### config.mk
export PLATFORM = sky130hd
export DESIGN_NAME = dbgcs_top
export DESIGN_NICKNAME = d
export VERILOG_FILES = /design/src/rtl/dbgcs_top.v
export VERILOG_INCLUDE_DIRS = /design/src /design/src/rtl
export SDC_FILE = /design/constraint.sdc
export NUM_CORES = 1
export LEC_CHECK = 0
export BUFFER_PORTS_ARGS = -buffer_cell sky130_fd_sc_hd__clkbuf_2
export CAP_MARGIN = 20
export CORE_MARGIN = 4
export CORE_UTILIZATION = 56
export CTS_CLUSTER_SIZE = 28
export DETAILED_ROUTE_END_ITERATION = 7
export GPL_TIMING_DRIVEN = 0
export PLACE_DENSITY = 0.81
export SETUP_SLACK_MARGIN = 0.15
export SLEW_MARGIN = 5
export SYNTH_ARGS = -nofsm -noshare
export SYNTH_HDL_FRONTEND = slang
export SYNTH_SLANG_ARGS = --single-unit
### constraint.sdc
create_clock -name aclk -period 2.7 [get_ports aclk]
set_input_delay 0.675 -clock aclk [delete_from_list [all_inputs] [get_ports aclk]]
set_output_delay 0.675 -clock aclk [all_outputs]
set_load 0.005 [all_outputs]
### src/rtl/dbgcs_map.vh
// register offsets, field positions, reset values and state codes of the debug comparator sequencer
`ifndef DBGCS_MAP_VH
`define DBGCS_MAP_VH
`define DBGCS_OFF_CTL1    8'h00
`define DBGCS_OFF_STAT    8'h04
`define DBGCS_OFF_CWIN    8'h08
`define DBGCS_OFF_ADDRA   8'h0C
`define DBGCS_OFF_ADDRB   8'h10
`define DBGCS_OFF_ADDRC   8'h14
`define DBGCS_OFF_SEQC    8'h18
`define DBGCS_OFF_TRC     8'h1C
`define DBGCS_C1_ARM      7
`define DBGCS_C1_FORCE_TRIGGER     6
`define DBGCS_C1_SEL_HI   1
`define DBGCS_C1_SEL_LO   0
`define DBGCS_CC_SZE      7
`define DBGCS_CC_SZ       6
`define DBGCS_CC_TAG      5
`define DBGCS_CC_BRK      4
`define DBGCS_CC_RW       3
`define DBGCS_CC_RWE      2
`define DBGCS_CC_COMPARATOR_ENABLE    0
`define DBGCS_CC_MASK_AB  8'hFD
`define DBGCS_CC_MASK_C   8'h3D
`define DBGCS_TRC_TSRC    0
`define DBGCS_RST_CTL     8'h00
`define DBGCS_RST_SEQC    6'h00
`define DBGCS_RST_TRC     1'b0
`define DBGCS_SEL_A       2'b00
`define DBGCS_SEL_B       2'b01
`define DBGCS_SEL_C       2'b10
`define DBGCS_ST_DISARM   3'b000
`define DBGCS_ST_ONE      3'b001
`define DBGCS_ST_FINAL    3'b100
`define DBGCS_NEXT_FINAL  2'b00
`define DBGCS_RESP_OKAY   2'b00
`define DBGCS_RESP_SLVERR 2'b10
`endif

### src/rtl/dbgcs_top.v
// debug comparator channels, priority resolver, state sequencer and AXI4-Lite register slave
// Behaviour
// - window reads return channel A, B or C control for select 00, 01, 10.
// - window writes update the selected channel only while not armed.
// - direction enable 0 matches both; else direction bit 0 writes, 1 reads.
// - only channels A and B have size qualification; C has address and direction.
// - tagged hit moves sequencer only when the tagged opcode reaches execution.
// - while tagging, ignore direction and size; compare exact opcode address.
// - untagged match fires when the address appears on the system bus.
// - after a match, later matches do not recheck the original condition.
// - match outputs 0, 1, 2 come registered from channels A, B, C, and only while in states 1 to 3.
// - address match is exact equality, optionally qualified by direction and size.
// - channel C ignores a word access starting one below its address.
// - with size compare on, only the selected width matches.
// - force trigger and arm in one write trigger at once, whatever arm was.
// - priority: force, channel to final, then match 0, 1, 2; others dropped.
// - setting arm moves the sequencer from disarmed into state 1.
// - states 1 to 3 move freely; final may only go to disarmed.
// - every transition updates the three-bit state flags in status.
// - writing force trigger together with arm triggers at once, independent of matches.
// - channels with breakpoint-on-match request a breakpoint, bypassing the sequencer.
// - a session end passes final for one cycle then disarms.
// - trace source off: final entry only requests a breakpoint; arm clears.
`timescale 1ns/1ps
`include "dbgcs_map.vh"
module dbgcs_top #(
   parameter AW = 16
) (
   input  wire          aclk,
   input  wire          aresetn,
   input  wire [7:0]    s_axi_awaddr,
   input  wire          s_axi_awvalid,
   output wire          s_axi_awready,
   input  wire [31:0]   s_axi_wdata,
   input  wire [3:0]    s_axi_wstrb,
   input  wire          s_axi_wvalid,
   output wire          s_axi_wready,
   output reg  [1:0]    s_axi_bresp,
   output reg           s_axi_bvalid,
   input  wire          s_axi_bready,
   input  wire [7:0]    s_axi_araddr,
   input  wire          s_axi_arvalid,
   output wire          s_axi_arready,
   output reg  [31:0]   s_axi_rdata,
   output reg  [1:0]    s_axi_rresp,
   output reg           s_axi_rvalid,
   input  wire          s_axi_rready,
   input  wire [AW-1:0] bus_addr,
   input  wire          bus_valid,
   input  wire          bus_read,
   input  wire          bus_byte,
   input  wire [AW-1:0] exec_addr,
   input  wire          exec_valid,
   output reg  [2:0]    match_out,
   output reg           brk_req,
   output reg           trace_force_trigger,
   output wire          armed
);

   localparam NCH = 3;

   // bus slave state
   reg            aw_have_r;
   reg  [7:0]     aw_addr_r;
   reg            w_have_r;
   reg  [31:0]    w_data_r;
   reg  [3:0]     w_strb_r;
   // registers
   reg            arm_r;
   reg  [1:0]     sel_r;
   reg  [7:0]     ctl_r [0:NCH-1];
   reg  [AW-1:0]  addr_r [0:NCH-1];
   reg  [5:0]     seqc_r;
   reg            tsrc_r;
   reg  [2:0]     state_r;
   reg  [2:0]     seen_r;
   reg  [2:0]     state_nxt;
   reg            arm_nxt;

   wire           wr_fire = aw_have_r & w_have_r & ~s_axi_bvalid;
   wire           wr_ctl1 = wr_fire & (aw_addr_r == `DBGCS_OFF_CTL1) & w_strb_r[0];
   wire           wr_arm  = wr_ctl1 & w_data_r[`DBGCS_C1_ARM];
   wire           wr_force_trigger = wr_ctl1 & w_data_r[`DBGCS_C1_FORCE_TRIGGER];
   wire           wr_ok;
   wire [2:0]     hit;
   wire [NCH-1:0] to_final;
   wire [NCH-1:0] seq_hit;

   assign s_axi_awready = ~aw_have_r;
   assign s_axi_wready  = ~w_have_r;
   assign s_axi_arready = ~s_axi_rvalid;
   assign armed         = arm_r;
   assign wr_ok = (aw_addr_r <= `DBGCS_OFF_TRC) & (aw_addr_r[1:0] == 2'b00);

   function [31:0] merge;
      input [31:0] old;
      input [31:0] nw;
      input [3:0]  strb;
      integer      i;
      begin
         merge = old;
         for (i = 0; i < 4; i = i + 1)
            if (strb[i])
               merge[i*8 +: 8] = nw[i*8 +: 8];
      end
   endfunction

   // comparator channels
   genvar g;
   generate
      for (g = 0; g < NCH; g = g + 1)
      begin : ch
         wire [7:0] c      = ctl_r[g];
         wire       a_eq   = bus_valid & (bus_addr == addr_r[g]);
         wire       dir_ok = ~c[`DBGCS_CC_RWE] | (c[`DBGCS_CC_RW] == bus_read);
         wire       sz_ok;
         if (g < 2)
         begin : sz
            assign sz_ok = ~c[`DBGCS_CC_SZE] | (c[`DBGCS_CC_SZ] == bus_byte);
         end
         else
         begin : nsz
            assign sz_ok = 1'b1;
         end
         wire tag_hit = exec_valid & (exec_addr == addr_r[g]);
         assign hit[g] = c[`DBGCS_CC_COMPARATOR_ENABLE] &
                         (c[`DBGCS_CC_TAG] ? tag_hit : (a_eq & dir_ok & sz_ok));
         assign seq_hit[g]  = hit[g] & ~c[`DBGCS_CC_BRK];
         assign to_final[g] = seq_hit[g] & (seqc_r[2*g +: 2] == `DBGCS_NEXT_FINAL);
      end
   endgenerate

   // sequencer next state; one winner per cycle, lower sources dropped
   always @*
   begin
      state_nxt = state_r;
      arm_nxt   = arm_r;
      if (wr_ctl1 & ~w_data_r[`DBGCS_C1_ARM])
      begin
         arm_nxt   = 1'b0;
         state_nxt = `DBGCS_ST_DISARM;
      end
      else if (wr_force_trigger & (wr_arm | arm_r))
      begin
         arm_nxt   = 1'b1;
         state_nxt = `DBGCS_ST_FINAL;
      end
      else if (state_r == `DBGCS_ST_FINAL)
      begin
         arm_nxt   = 1'b0;
         state_nxt = `DBGCS_ST_DISARM;
      end
      else if (state_r == `DBGCS_ST_DISARM)
      begin
         if (wr_arm)
         begin
            arm_nxt   = 1'b1;
            state_nxt = `DBGCS_ST_ONE;
         end
      end
      else if (|to_final)
         state_nxt = `DBGCS_ST_FINAL;
      else if (seq_hit[0])
         state_nxt = {1'b0, seqc_r[1:0]};
      else if (seq_hit[1])
         state_nxt = {1'b0, seqc_r[3:2]};
      else if (seq_hit[2])
         state_nxt = {1'b0, seqc_r[5:4]};
   end

   wire active   = (state_r != `DBGCS_ST_DISARM) & (state_r != `DBGCS_ST_FINAL);
   wire enter_fn = (state_nxt == `DBGCS_ST_FINAL) & (state_r != `DBGCS_ST_FINAL);
   wire [2:0] brk_hit;
   generate
      for (g = 0; g < NCH; g = g + 1)
      begin : bk
         assign brk_hit[g] = active & hit[g] & ctl_r[g][`DBGCS_CC_BRK];
      end
   endgenerate

   // sequencer, outputs and match memory
   always @(posedge aclk)
   begin
      if (!aresetn)
      begin
         state_r    <= `DBGCS_ST_DISARM;
         arm_r      <= 1'b0;
         match_out  <= 3'b000;
         brk_req    <= 1'b0;
         trace_force_trigger <= 1'b0;
         seen_r     <= 3'b000;
      end
      else
      begin
         state_r    <= state_nxt;
         arm_r      <= arm_nxt;
         match_out  <= active ? hit : 3'b000;
         // pulse only: each request lasts one clock even if the hit persists
         brk_req    <= ((|brk_hit) | (enter_fn & ~tsrc_r)) & ~brk_req;
         trace_force_trigger <= enter_fn & tsrc_r;
         // once matched, a channel stays recorded; no later re-qualification
         if (wr_arm & (state_r == `DBGCS_ST_DISARM))
            seen_r <= 3'b000;
         else
            seen_r <= seen_r | (active ? hit : 3'b000);
      end
   end

   // register writes
   wire [31:0] addr_mrg0 = merge({{(32-AW){1'b0}}, addr_r[0]}, w_data_r, w_strb_r);
   wire [31:0] addr_mrg1 = merge({{(32-AW){1'b0}}, addr_r[1]}, w_data_r, w_strb_r);
   wire [31:0] addr_mrg2 = merge({{(32-AW){1'b0}}, addr_r[2]}, w_data_r, w_strb_r);
   integer k;
   always @(posedge aclk)
   begin
      if (!aresetn)
      begin
         sel_r  <= 2'b00;
         seqc_r <= `DBGCS_RST_SEQC;
         tsrc_r <= `DBGCS_RST_TRC;
         for (k = 0; k < NCH; k = k + 1)
         begin
            ctl_r[k]  <= `DBGCS_RST_CTL;
            addr_r[k] <= {AW{1'b0}};
         end
      end
      else if (wr_fire)
      begin
         case (aw_addr_r)
            `DBGCS_OFF_CTL1:
               if (w_strb_r[0])
                  sel_r <= w_data_r[`DBGCS_C1_SEL_HI:`DBGCS_C1_SEL_LO];
            `DBGCS_OFF_CWIN:
               // armed window writes are dropped so a running session keeps its channel controls; address and sequencer writes still land
               if (w_strb_r[0] & ~arm_r)
               begin
                  case (sel_r)
                     `DBGCS_SEL_A: ctl_r[0] <= w_data_r[7:0] & `DBGCS_CC_MASK_AB;
                     `DBGCS_SEL_B: ctl_r[1] <= w_data_r[7:0] & `DBGCS_CC_MASK_AB;
                     `DBGCS_SEL_C: ctl_r[2] <= w_data_r[7:0] & `DBGCS_CC_MASK_C;
                     default:      ctl_r[0] <= ctl_r[0];
                  endcase
               end
            `DBGCS_OFF_ADDRA:
               addr_r[0] <= addr_mrg0[AW-1:0];
            `DBGCS_OFF_ADDRB:
               addr_r[1] <= addr_mrg1[AW-1:0];
            `DBGCS_OFF_ADDRC:
               addr_r[2] <= addr_mrg2[AW-1:0];
            `DBGCS_OFF_SEQC:
               if (w_strb_r[0])
                  seqc_r <= w_data_r[5:0];
            `DBGCS_OFF_TRC:
               if (w_strb_r[0])
                  tsrc_r <= w_data_r[`DBGCS_TRC_TSRC];
            default:
               tsrc_r <= tsrc_r;
         endcase
      end
   end

   // read mux
   reg [31:0] rd_val;
   reg        rd_ok;
   always @*
   begin
      rd_val = 32'h0000_0000;
      rd_ok  = 1'b1;
      case (s_axi_araddr)
         `DBGCS_OFF_CTL1:  rd_val = {24'h000000, arm_r, 5'h00, sel_r};
         `DBGCS_OFF_STAT:  rd_val = {25'h0, seen_r, 1'b0, state_r};
         `DBGCS_OFF_CWIN:
            case (sel_r)
               `DBGCS_SEL_A: rd_val = {24'h000000, ctl_r[0]};
               `DBGCS_SEL_B: rd_val = {24'h000000, ctl_r[1]};
               `DBGCS_SEL_C: rd_val = {24'h000000, ctl_r[2]};
               default:      rd_val = 32'h0000_0000;
            endcase
         `DBGCS_OFF_ADDRA: rd_val = {{(32-AW){1'b0}}, addr_r[0]};
         `DBGCS_OFF_ADDRB: rd_val = {{(32-AW){1'b0}}, addr_r[1]};
         `DBGCS_OFF_ADDRC: rd_val = {{(32-AW){1'b0}}, addr_r[2]};
         `DBGCS_OFF_SEQC:  rd_val = {26'h0, seqc_r};
         `DBGCS_OFF_TRC:   rd_val = {31'h0, tsrc_r};
         default:          rd_ok  = 1'b0;
      endcase
   end

   // AXI4-Lite handshakes
   always @(posedge aclk)
   begin
      if (!aresetn)
      begin
         aw_have_r    <= 1'b0;
         aw_addr_r    <= 8'h00;
         w_have_r     <= 1'b0;
         w_data_r     <= 32'h0000_0000;
         w_strb_r     <= 4'h0;
         s_axi_bvalid <= 1'b0;
         s_axi_bresp  <= `DBGCS_RESP_OKAY;
         s_axi_rvalid <= 1'b0;
         s_axi_rdata  <= 32'h0000_0000;
         s_axi_rresp  <= `DBGCS_RESP_OKAY;
      end
      else
      begin
         if (s_axi_awvalid & ~aw_have_r)
         begin
            aw_have_r <= 1'b1;
            aw_addr_r <= s_axi_awaddr;
         end
         if (s_axi_wvalid & ~w_have_r)
         begin
            w_have_r <= 1'b1;
            w_data_r <= s_axi_wdata;
            w_strb_r <= s_axi_wstrb;
         end
         if (wr_fire)
         begin
            s_axi_bvalid <= 1'b1;
            s_axi_bresp  <= wr_ok ? `DBGCS_RESP_OKAY : `DBGCS_RESP_SLVERR;
         end
         else if (s_axi_bvalid & s_axi_bready)
         begin
            s_axi_bvalid <= 1'b0;
            aw_have_r    <= 1'b0;
            w_have_r     <= 1'b0;
         end
         if (s_axi_arvalid & ~s_axi_rvalid)
         begin
            s_axi_rvalid <= 1'b1;
            s_axi_rdata  <= rd_val;
            s_axi_rresp  <= rd_ok ? `DBGCS_RESP_OKAY : `DBGCS_RESP_SLVERR;
         end
         else if (s_axi_rvalid & s_axi_rready)
            s_axi_rvalid <= 1'b0;
      end
   end

endmodule

==> impl_metrics.tcl, run 1 <==
set metrics [dict create \
    status "completed" \
    finalPower_uw 5080 \
    syn_inst 716 \
    track_usage_pct 30.5 \
    cts_hold_buf 0 \
    setup_viol 0 \
    yosysSeqAreaShare_pct 47.6 \
    clockBufferDepth 2 \
    setup_slack_ps 192 \
    dp.cells 1007 \
    antenna_cells 0 \
    yosysUniqueCellTypes 52 \
    grt_max_degree 17 \
    first_pass_iters 6 \
    root_buffer "clkbuf_16" \
    initial_core_util_pct 58.2 \
    irDropWorstVdd_uv 538 \
    vias 6205 \
    fp.dieH_um 121 \
    portBuffers 105 \
    crit_chain "or4_1 > nor3_1 > nand2_1 > or2_2 > o21a_1 > nor2_2" \
    critPathRequiredTime_ps 2770 \
    drv_slew 0 \
    grt_remaining_overflow 0 \
    synth_area_um2 7130 \
    final_nets 963 \
    p_per_area_nw_per_um2 580 \
    fmax_mhz 399 \
    placementRows 40 \
    antenna_found_initial 0 \
    yosysWarnings 0 \
    start_kind "flip-flop" \
    cp_max_fo 8 \
    yosysTopAreaCell "edfxtp_1" \
    arrival_ps 2580 \
    grt_pass1_vias 5966 \
    crit_path_top_delay_cell "or4_1" \
    yosysTopAreaCellShare_pct 28.2 \
    hpwlAfterDp_mm 17.3 \
    grt_pass1_wl_mm 33.3 \
    fin_crit_sh_pct 92.9 \
    hold_violations 0 \
    clk_pin_slew_worst_paths_ps 60 \
    fin_skew_ps 9.09 \
    syn_avg_cell_area_um2 9.96 \
    maxCapViolCount 0 \
    slowest_delay_ps 510 \
    ant_nets 0 \
    ys_dominant_reg_cell "dfxtp_1" \
    cts_tree "done" \
    end_kind "flip-flop" \
    rrSetupSlack_ps 190 \
    stdcell_count 1049 \
    drtIter0Drc 772 \
    drc 0 \
    period_minus_slack_ps 2510 \
    gp_congestion 1.11 \
    die_w_um 121 \
    dieArea_um2 14600 \
    io_pins 142 \
    hold_path_class "input pin to flip-flop" \
    cts_num_sinks 136 \
    synth-async-reset-ratio_pct 0 \
    via_per_inst 5.92 \
    worst_pin_slew_ps 795 \
    wl_mm 22.2 \
    drive_gt1_share_pct 23.6 \
    p_leak_uw 0.00338 \
    synthTopCellsByArea "edfxtp_1 28%, dfxtp_1 19%, xor2_1 9.9%" \
    fp.coreArea_um2 12300 \
    clk-insertion-delay-late_ps 430 \
    numCtsBuffers 17 \
    synthToLayoutAreaGrowth_pct 22.9 \
    worstSetupPathType "flip-flop to flip-flop" \
    timing.hold.ws_ps 458 \
    rsz0062_at_grt "yes" \
    h-tree-depth 4 \
    relSlewSlack_pct 47.0 \
    ys_ff_latch 136 \
    routedWlPerCell_um 21.2 \
    dp_worst_setup_slack_ps -361 \
    synth_edf_count 67 \
]
## critical path: cells and delay by family (launching register included)
kind,cells,cell delay (ps)
AO/OA/AOI/OAI,1,220
flip-flops,1,320
AND/OR/NAND/NOR,5,1610
## path summary, 6_finish.rpt
check,end,from,cells after the start
worst max-delay path,addr_r[0][19],aw_addr_r[1],6
worst min-delay path,aw_have_r,s_axi_awvalid,2
worst max register to register,addr_r[0][19],aw_addr_r[1],6
worst min register to register,w_data_r[13],w_data_r[13],2
## state kept, by name (all words and copies together), names as in the netlist, 3 cells and up
signal and count:
w_data_r 16, state_r 3, match_out 3, aw_addr_r 8, seqc_r 6, addr_r 48
seen_r 3, s_axi_rdata 16, ctl_r 19
## timing repair
item | 4_1_cts | 5_1_grt
endpoints found under the hold margin | 0 | 0
buffers inserted | 0 | 10
setup endpoints to repair | 56 | 69
gates resized for setup | 13 | 27
pin swaps | 0 | 11
## through the flow
stage | TNS, ps | area [um^2] | util (%)
floorplan | 0 | 7200 | -
global placement | -7510 | 7930 | 64.7
detailed placement | -5630 | 7940 | 64.8
CTS | 0 | 8580 | 70.0
global route | 0 | 8770 | 71.5
finish | 0 | 8770 | 71.5
## metal layers
metal / vias up / track usage, % / wire length, um
li1: 2840 / - / -
met1: 2883 / 40.6 / 8830
met2: 417 / 46.5 / 9800
met3: 65 / 9.04 / 2640
met4: 0 / 12.7 / 926
met5: - / 0 / 0
## layout make-up
class | count | area [um^2]
Clock inverter | 11 | 105
Clock buffer | 21 | 484
Multi-Input combinational cell | 547 | 3690
Timing Repair Buffer | 116 | 608
Sequential cell | 136 | 3400
Inverter | 7 | 26.3
Tap cell | 168 | 210
Buffer | 43 | 248
Fill cell | 887 | 3490
## cell families (layout without fill, tap and decap cells)
family,count (synthesis),count (layout),synth area share (%)
compound gates,116,116,11.5
mux,26,26,3.70
xor+xnor,101,101,12.4
buf+inv,50,198,3.79
other cells,1,18,0.0526
flops,136,136,47.6
simple gates,286,286,21.0
## cells in the final DEF (no fill, tap or decap), types with 17 or more instances in the layout
cell	Yosys	routed
and2_1	35	35
edfxtp_1	67	67
a21boi_0	23	23
dfxtp_1	69	67
xnor2_1	20	20
o21ai_0	20	17
clkbuf_16	0	19
xor2_1	81	81
nand2_1	89	89
nor4_1	22	18
a22oi_1	20	20
clkbuf_1	22	19
buf_4	18	29
mux2i_1	23	23
conb_1	1	18
nor2b_1	29	29
clkbuf_2	0	109
nor2_1	34	26
## Yosys cell counts (5+ instances only)
cell type  number
a31oi_1         8
xor2_1         81
nor4_1         22
edfxtp_1       67
dfxtp_1        69
xnor2_1        20
a222oi_1        9
a21oi_1        15
a22oi_1        20
o21a_1          5
nor2_1         34
nor3_1         15
and2_1         35
inv_1           6
nand2b_1        8
nand2_1        89
nor2b_1        29
nand4_1         9
o21ai_0        20
mux2i_1        23
buf_4          18
clkbuf_1       22
a21boi_0       23
nand3_1        14
nand3b_1       11
## power breakdown
part	leakage, uW	switching, uW	internal, uW
clock	0.000289	916	1390
combinational	0.00184	273	195
sequential	0.00125	81.2	2230
total	0.00338	1270	3810
Power figures use the tool's default switching activity.
==> inputs of run 2 (changes only) <==
--- a/config.mk
+++ b/config.mk
@@ -8,12 +8,13 @@
 export LEC_CHECK = 0
 export BUFFER_PORTS_ARGS = -buffer_cell sky130_fd_sc_hd__clkbuf_2
 export CAP_MARGIN = 20
+export CELL_PAD_IN_SITES_DETAIL_PLACEMENT = 0
+export CELL_PAD_IN_SITES_GLOBAL_PLACEMENT = 1
 export CORE_MARGIN = 4
-export CORE_UTILIZATION = 56
+export CORE_UTILIZATION = 43
 export CTS_CLUSTER_SIZE = 28
 export DETAILED_ROUTE_END_ITERATION = 7
-export GPL_TIMING_DRIVEN = 0
-export PLACE_DENSITY = 0.81
+export PLACE_DENSITY = 0.9
 export SETUP_SLACK_MARGIN = 0.15
 export SLEW_MARGIN = 5
 export SYNTH_ARGS = -nofsm -noshare
==> impl_metrics.tcl, run 2 (synthesis gave the netlist of run 1 again) <==
set metrics [dict create \
    top_register "addr_r" \
    setup_viol 0 \
    initial_core_util_pct 44.4 \
    fp.dieH_um 137 \
    via_per_inst 5.50 \
    wl_mm 20.4 \
    final.setup.tns_ps 0 \
    crit_path_top_delay_cell "or4_4" \
    multi_input_area_um2 3560 \
    dr.max_layer_used "met4" \
    drv_slew 0 \
    startpoint "w_have_r" \
    first_pass_iters 7 \
    ant_nets 0 \
    grt_pass1_wl_mm 31.2 \
    vias 5926 \
    status "completed" \
    end_kind "flip-flop" \
    cts_tree "done" \
    critical_path_buf_inv_count 1 \
    drive_gt1_share_pct 21.7 \
    setup_slack_ps 280 \
    antenna_cells 0 \
    sw_frac_of_total_pct 25.0 \
    hpwlAfterDp_mm 15.8 \
    p_seq_share_pct 46.9 \
    antenna_found_initial 0 \
    dieArea_um2 18700 \
    rsz0062_at_grt "yes" \
    utilization_pct 53.7 \
    synthToLayoutAreaGrowth_pct 20.9 \
    die_w_um 137 \
    period_minus_slack_ps 2420 \
    irDropWorstVdd_uv 453 \
    rr_startpoint "w_have_r" \
    hold_violations 0 \
    root_buffer "clkbuf_16" \
    grt_pass1_vias 5759 \
    cp_max_fo 8 \
    final_common_cell "clkbuf_2" \
    power.internal_uw 3690 \
    worst_pin_slew_ps 704 \
    dr_wl_met2_mm 9.31 \
    min_from "w_data_r[13]" \
    drtIter0Drc 561 \
    track_usage_pct 22.2 \
    critPathRequiredTime_ps 3000 \
    cts_num_sinks 136 \
    met3WireLength_mm 1.82 \
    arrival_ps 2720 \
    io_pins 142 \
    dp_worst_setup_slack_ps -90.5 \
    h-tree-depth 4 \
    crit_path_frequent_cell "or4_4" \
    fmax_mhz 413 \
    numCtsBuffers 17 \
    p_per_area_nw_per_um2 570 \
    combPwrFrac_pct 8.7 \
    largestRegisters "addr_r (48), ctl_r (19)" \
    drc 0 \
    largest_register_ffs 48 \
    final_cell_mix "105 x clkbuf_2, 89 x nand2_1, 81 x xor2_1, 69 x dfxtp_1, 67 x edfxtp_1" \
    grt_remaining_overflow 0 \
    hold_path_class "flip-flop to flip-flop" \
    regArea_um2 3390 \
    fin_skew_ps 7.27 \
    clockBufferDepth 2 \
    finalPower_uw 4920 \
    fp.coreArea_um2 16100 \
    fin_crit_sh_pct 89.6 \
    relSlewSlack_pct 53.0 \
    portBuffers 105 \
    grt_max_degree 74 \
    power.share.clock_pct 44.4 \
    p_leak_uw 0.00333 \
    final_nets 944 \
    fillers 1445 \
    gp_congestion 0.983 \
    cp_top_family "simple AND/OR/NAND/NOR gates" \
    placementRows 46 \
    start_kind "flip-flop" \
    power.switching_uw 1230 \
    wl_met1_mm 8.65 \
    slowest_delay_ps 550 \
    routedWlPerCell_um 18.9 \
    worstSetupPathType "flip-flop to flip-flop" \
    crit_chain "inv_2 > or3_4 > or4_4 > or4_4 > o211ai_1 > a211o_1 > o21ai_0" \
    maxCapViolCount 0 \
    clk-insertion-delay-late_ps 420 \
    clk_pin_slew_worst_paths_ps 60 \
]
-- run 2: power groups by stage --
stage | logic, uW | registers (uW) | clock network [uW]
finish | 426 | 2310 | 2190
global route | 472 | 2310 | 2290
CTS | 423 | 2310 | 2210
detailed placement | 420 | 2350 | 0
global placement | 418 | 2350 | 0
floorplan | 261 | 2320 | 0
-- run 2: worst paths after layout --
| path | end | slack [ps] | cells after the start |
|---|---|---|---|
| worst min register to register | w_data_r[13] | 460 | 2 |
| worst max register to register | state_r[0] | 280 | 7 |
| worst max-delay path | state_r[0] | 280 | 7 |
| worst min-delay path | w_data_r[13] | 460 | 2 |
-- run 2: through the flow --
step | hold WS [ps] | instance area (um^2) | cells
floorplan | 439 | 7200 | 733
global placement | 448 | 8040 | 1046
detailed placement | 453 | 8040 | 1046
CTS | 460 | 8590 | 1078
global route | 484 | 8620 | 1078
finish | 456 | 8620 | 1078
-- run 2: worst register-to-register path: stages, from the launching register on --
cell	delay, ps
dfxtp_1	350
inv_2	50
or3_4	380
or4_4	550
or4_4	500
o211ai_1	270
a211o_1	130
o21ai_0	60
-- run 2: cell type report --
class	instances	area share, %
multi-input combinational	547	41.3
sequential	136	39.4
timing repair buffer	140	9.43
clock buffer	19	5.02
tap	216	3.13
clock inverter	13	1.44
inverter	7	0.305
-- run 2: routing by layer --
metal	vias up	track usage, %
met5	-	0
met4	0	9.26
met3	49	5.48
met2	305	35.0
met1	2772	29.2
li1	2800	-
-- run 2: timing repair --
| item | in CTS | in global routing |
|---|---|---|
| resized for setup | 0 | 5 |
| setup endpoints to repair | 0 | 17 |
| hold buffers | 0 | 0 |
| endpoints found under the hold margin | 0 | 0 |
| setup buffers | 0 | 0 |
==> inputs of run 3 (changes only) <==
--- a/config.mk
+++ b/config.mk
@@ -14,6 +14,7 @@
 export CORE_UTILIZATION = 43
 export CTS_CLUSTER_SIZE = 28
 export DETAILED_ROUTE_END_ITERATION = 7
+export MAX_ROUTING_LAYER = met4
 export PLACE_DENSITY = 0.9
 export SETUP_SLACK_MARGIN = 0.15
 export SLEW_MARGIN = 5
==> impl_metrics.tcl, run 3 (synthesis gave the netlist of run 1 again) <==
set metrics [dict create \
    hold_violations 0 \
    h-tree-depth 4 \
    clk-insertion-delay-late_ps 420 \
    initial_core_util_pct 44.4 \
    cts_tree "done" \
    cts_num_sinks 136 \
    final_common_cell "clkbuf_2" \
    routedWlPerCell_um 19.4 \
    drive_gt1_share_pct 22.4 \
    largestRegisters "addr_r (48), ctl_r (19)" \
    synthToLayoutAreaGrowth_pct 22.3 \
    worst_pin_slew_ps 718 \
    final.setup.tns_ps 0 \
    clk_pin_slew_worst_paths_ps 60 \
    hpwlAfterDp_mm 16.2 \
    power.share.clock_pct 47.1 \
    dp.cells 1048 \
    vias 5832 \
    maxCapViolCount 0 \
    largest_register_ffs 48 \
    arrival_ps 2790 \
    clockBufferDepth 2 \
    stdcell_count 1083 \
    fmax_mhz 407 \
    fp.dieH_um 137 \
    drtIter0Drc 504 \
    ant_nets 0 \
    sw_frac_of_total_pct 23.1 \
    dr_wl_met2_mm 9.69 \
    grt_pass1_wl_mm 31.8 \
    worstSetupPathType "flip-flop to flip-flop" \
    placementRows 46 \
    rsz0062_at_grt "no" \
    p_leak_uw 0.00340 \
    setup_viol 0 \
    critical_path_buf_inv_count 2 \
    fp.coreArea_um2 16100 \
    combPwrFrac_pct 8.3 \
    power.internal_uw 3980 \
    root_buffer "clkbuf_16" \
    drv_slew 0 \
    antenna_cells 0 \
    relSlewSlack_pct 52.0 \
    first_pass_iters 6 \
    p_per_area_nw_per_um2 594 \
    top_register "addr_r" \
    crit_path_frequent_cell "buf_4" \
    critPathRequiredTime_ps 3030 \
    power.switching_uw 1200 \
    hold_path_class "flip-flop to flip-flop" \
    crit_path_top_delay_cell "edfxtp_1" \
    wl_met1_mm 9.25 \
    via_per_inst 5.39 \
    period_minus_slack_ps 2450 \
    numCtsBuffers 17 \
    final_nets 949 \
    p_seq_share_pct 44.6 \
    status "completed" \
    drc 0 \
    portBuffers 105 \
    grt_max_degree 74 \
    cp_max_fo 3 \
    gp_congestion 1.00 \
    dieArea_um2 18700 \
    track_usage_pct 23.4 \
    grt_remaining_overflow 0 \
    antenna_found_initial 0 \
    wl_mm 21.0 \
    start_kind "flip-flop" \
    slowest_delay_ps 440 \
    dr.max_layer_used "met4" \
    fin_skew_ps 9.37 \
    die_w_um 137 \
    grt_pass1_vias 5672 \
    end_kind "flip-flop" \
    met3WireLength_mm 1.67 \
    final_cell_mix "105 x clkbuf_2, 89 x nand2_1, 81 x xor2_1, 68 x dfxtp_1, 67 x edfxtp_1" \
    cp_top_family "compound AO/OA/AOI/OAI gates" \
    io_pins 142 \
    crit_chain "xor2_1 > nor4_1 > buf_4 > nand4_1 > o32ai_2 > buf_4 > nand3_1 > a31oi_2 > o21ai_1 > a211oi_2" \
    irDropWorstVdd_uv 441 \
    fin_crit_sh_pct 90.9 \
]
-- run 3: changes by cell type in the layout (fill, tap and decap cells not counted), sizes merged --
| cell | change |
|---|---|
| buf | +5 |
| clkinv | +2 |
| bufinv | +3 |
| clkinvlp | -3 |
| inv | -3 |
| clkbuf | +1 |
-- run 3: metal layers --
| metal | GRT usage (%) | vias up |
|---|---|---|
| li1 | - | 2801 |
| met1 | 31.2 | 2751 |
| met2 | 36.4 | 254 |
| met3 | 4.60 | 26 |
| met4 | 6.87 | 0 |
| met5 | - | - |
-- run 3: layout make-up --
cell class	instances	area, um^2
Inverter	7	26.3
Multi-Input combinational cell	547	3560
Tap cell	216	270
Clock buffer	20	447
Timing Repair Buffer	145	851
Sequential cell	136	3390
Clock inverter	12	174
Fill cell	1426	7340
-- run 3: what timing repair did --
action	4_1_cts	5_1_grt
setup buffers	0	3
hold buffers	0	0
setup endpoints to repair	0	40
resized for setup	0	6
-- run 3: worst min-delay path, delay by kind of cell (launching register included) --
family / cells / cell delay (ps)
AO/OA/AOI/OAI: 1 / 60
AND/OR/NAND/NOR: 1 / 40
flip-flops: 1 / 300
-- run 3: per-stage QoR --
stage	hold slack, ps	utilization, %	total power (uW)	instance area (um^2)	setup WS (ps)
after global routing	463	54.3	5340	8720	115
after global placement	448	50.1	2770	8050	-40.6
final	458	54.3	5180	8720	246
after CTS	460	54.0	5190	8670	213
after floorplan	439	-	2580	7200	306
after detailed placement	454	50.1	2770	8050	-40.0
-- run 3: path summary, 6_finish.rpt --
kind	slack [ps]	end	cells past startpoint	startpoint
setup reg to reg	250	trace_force_trigger	10	addr_r[0][10]
setup / recovery	250	trace_force_trigger	10	addr_r[0][10]
hold reg to reg	460	w_data_r[15]	2	w_data_r[15]
hold / removal	460	w_data_r[15]	2	w_data_r[15]
-- run 3: power groups by stage --
| stage | Combinational [uW] | Sequential (uW) | Clock [uW] |
|---|---|---|---|
| floorplan | 261 | 2320 | 0 |
| global placement | 422 | 2350 | 0 |
| detailed placement | 423 | 2350 | 0 |
| CTS | 426 | 2310 | 2460 |
| global route | 471 | 2320 | 2550 |
| finish | 429 | 2310 | 2440 |
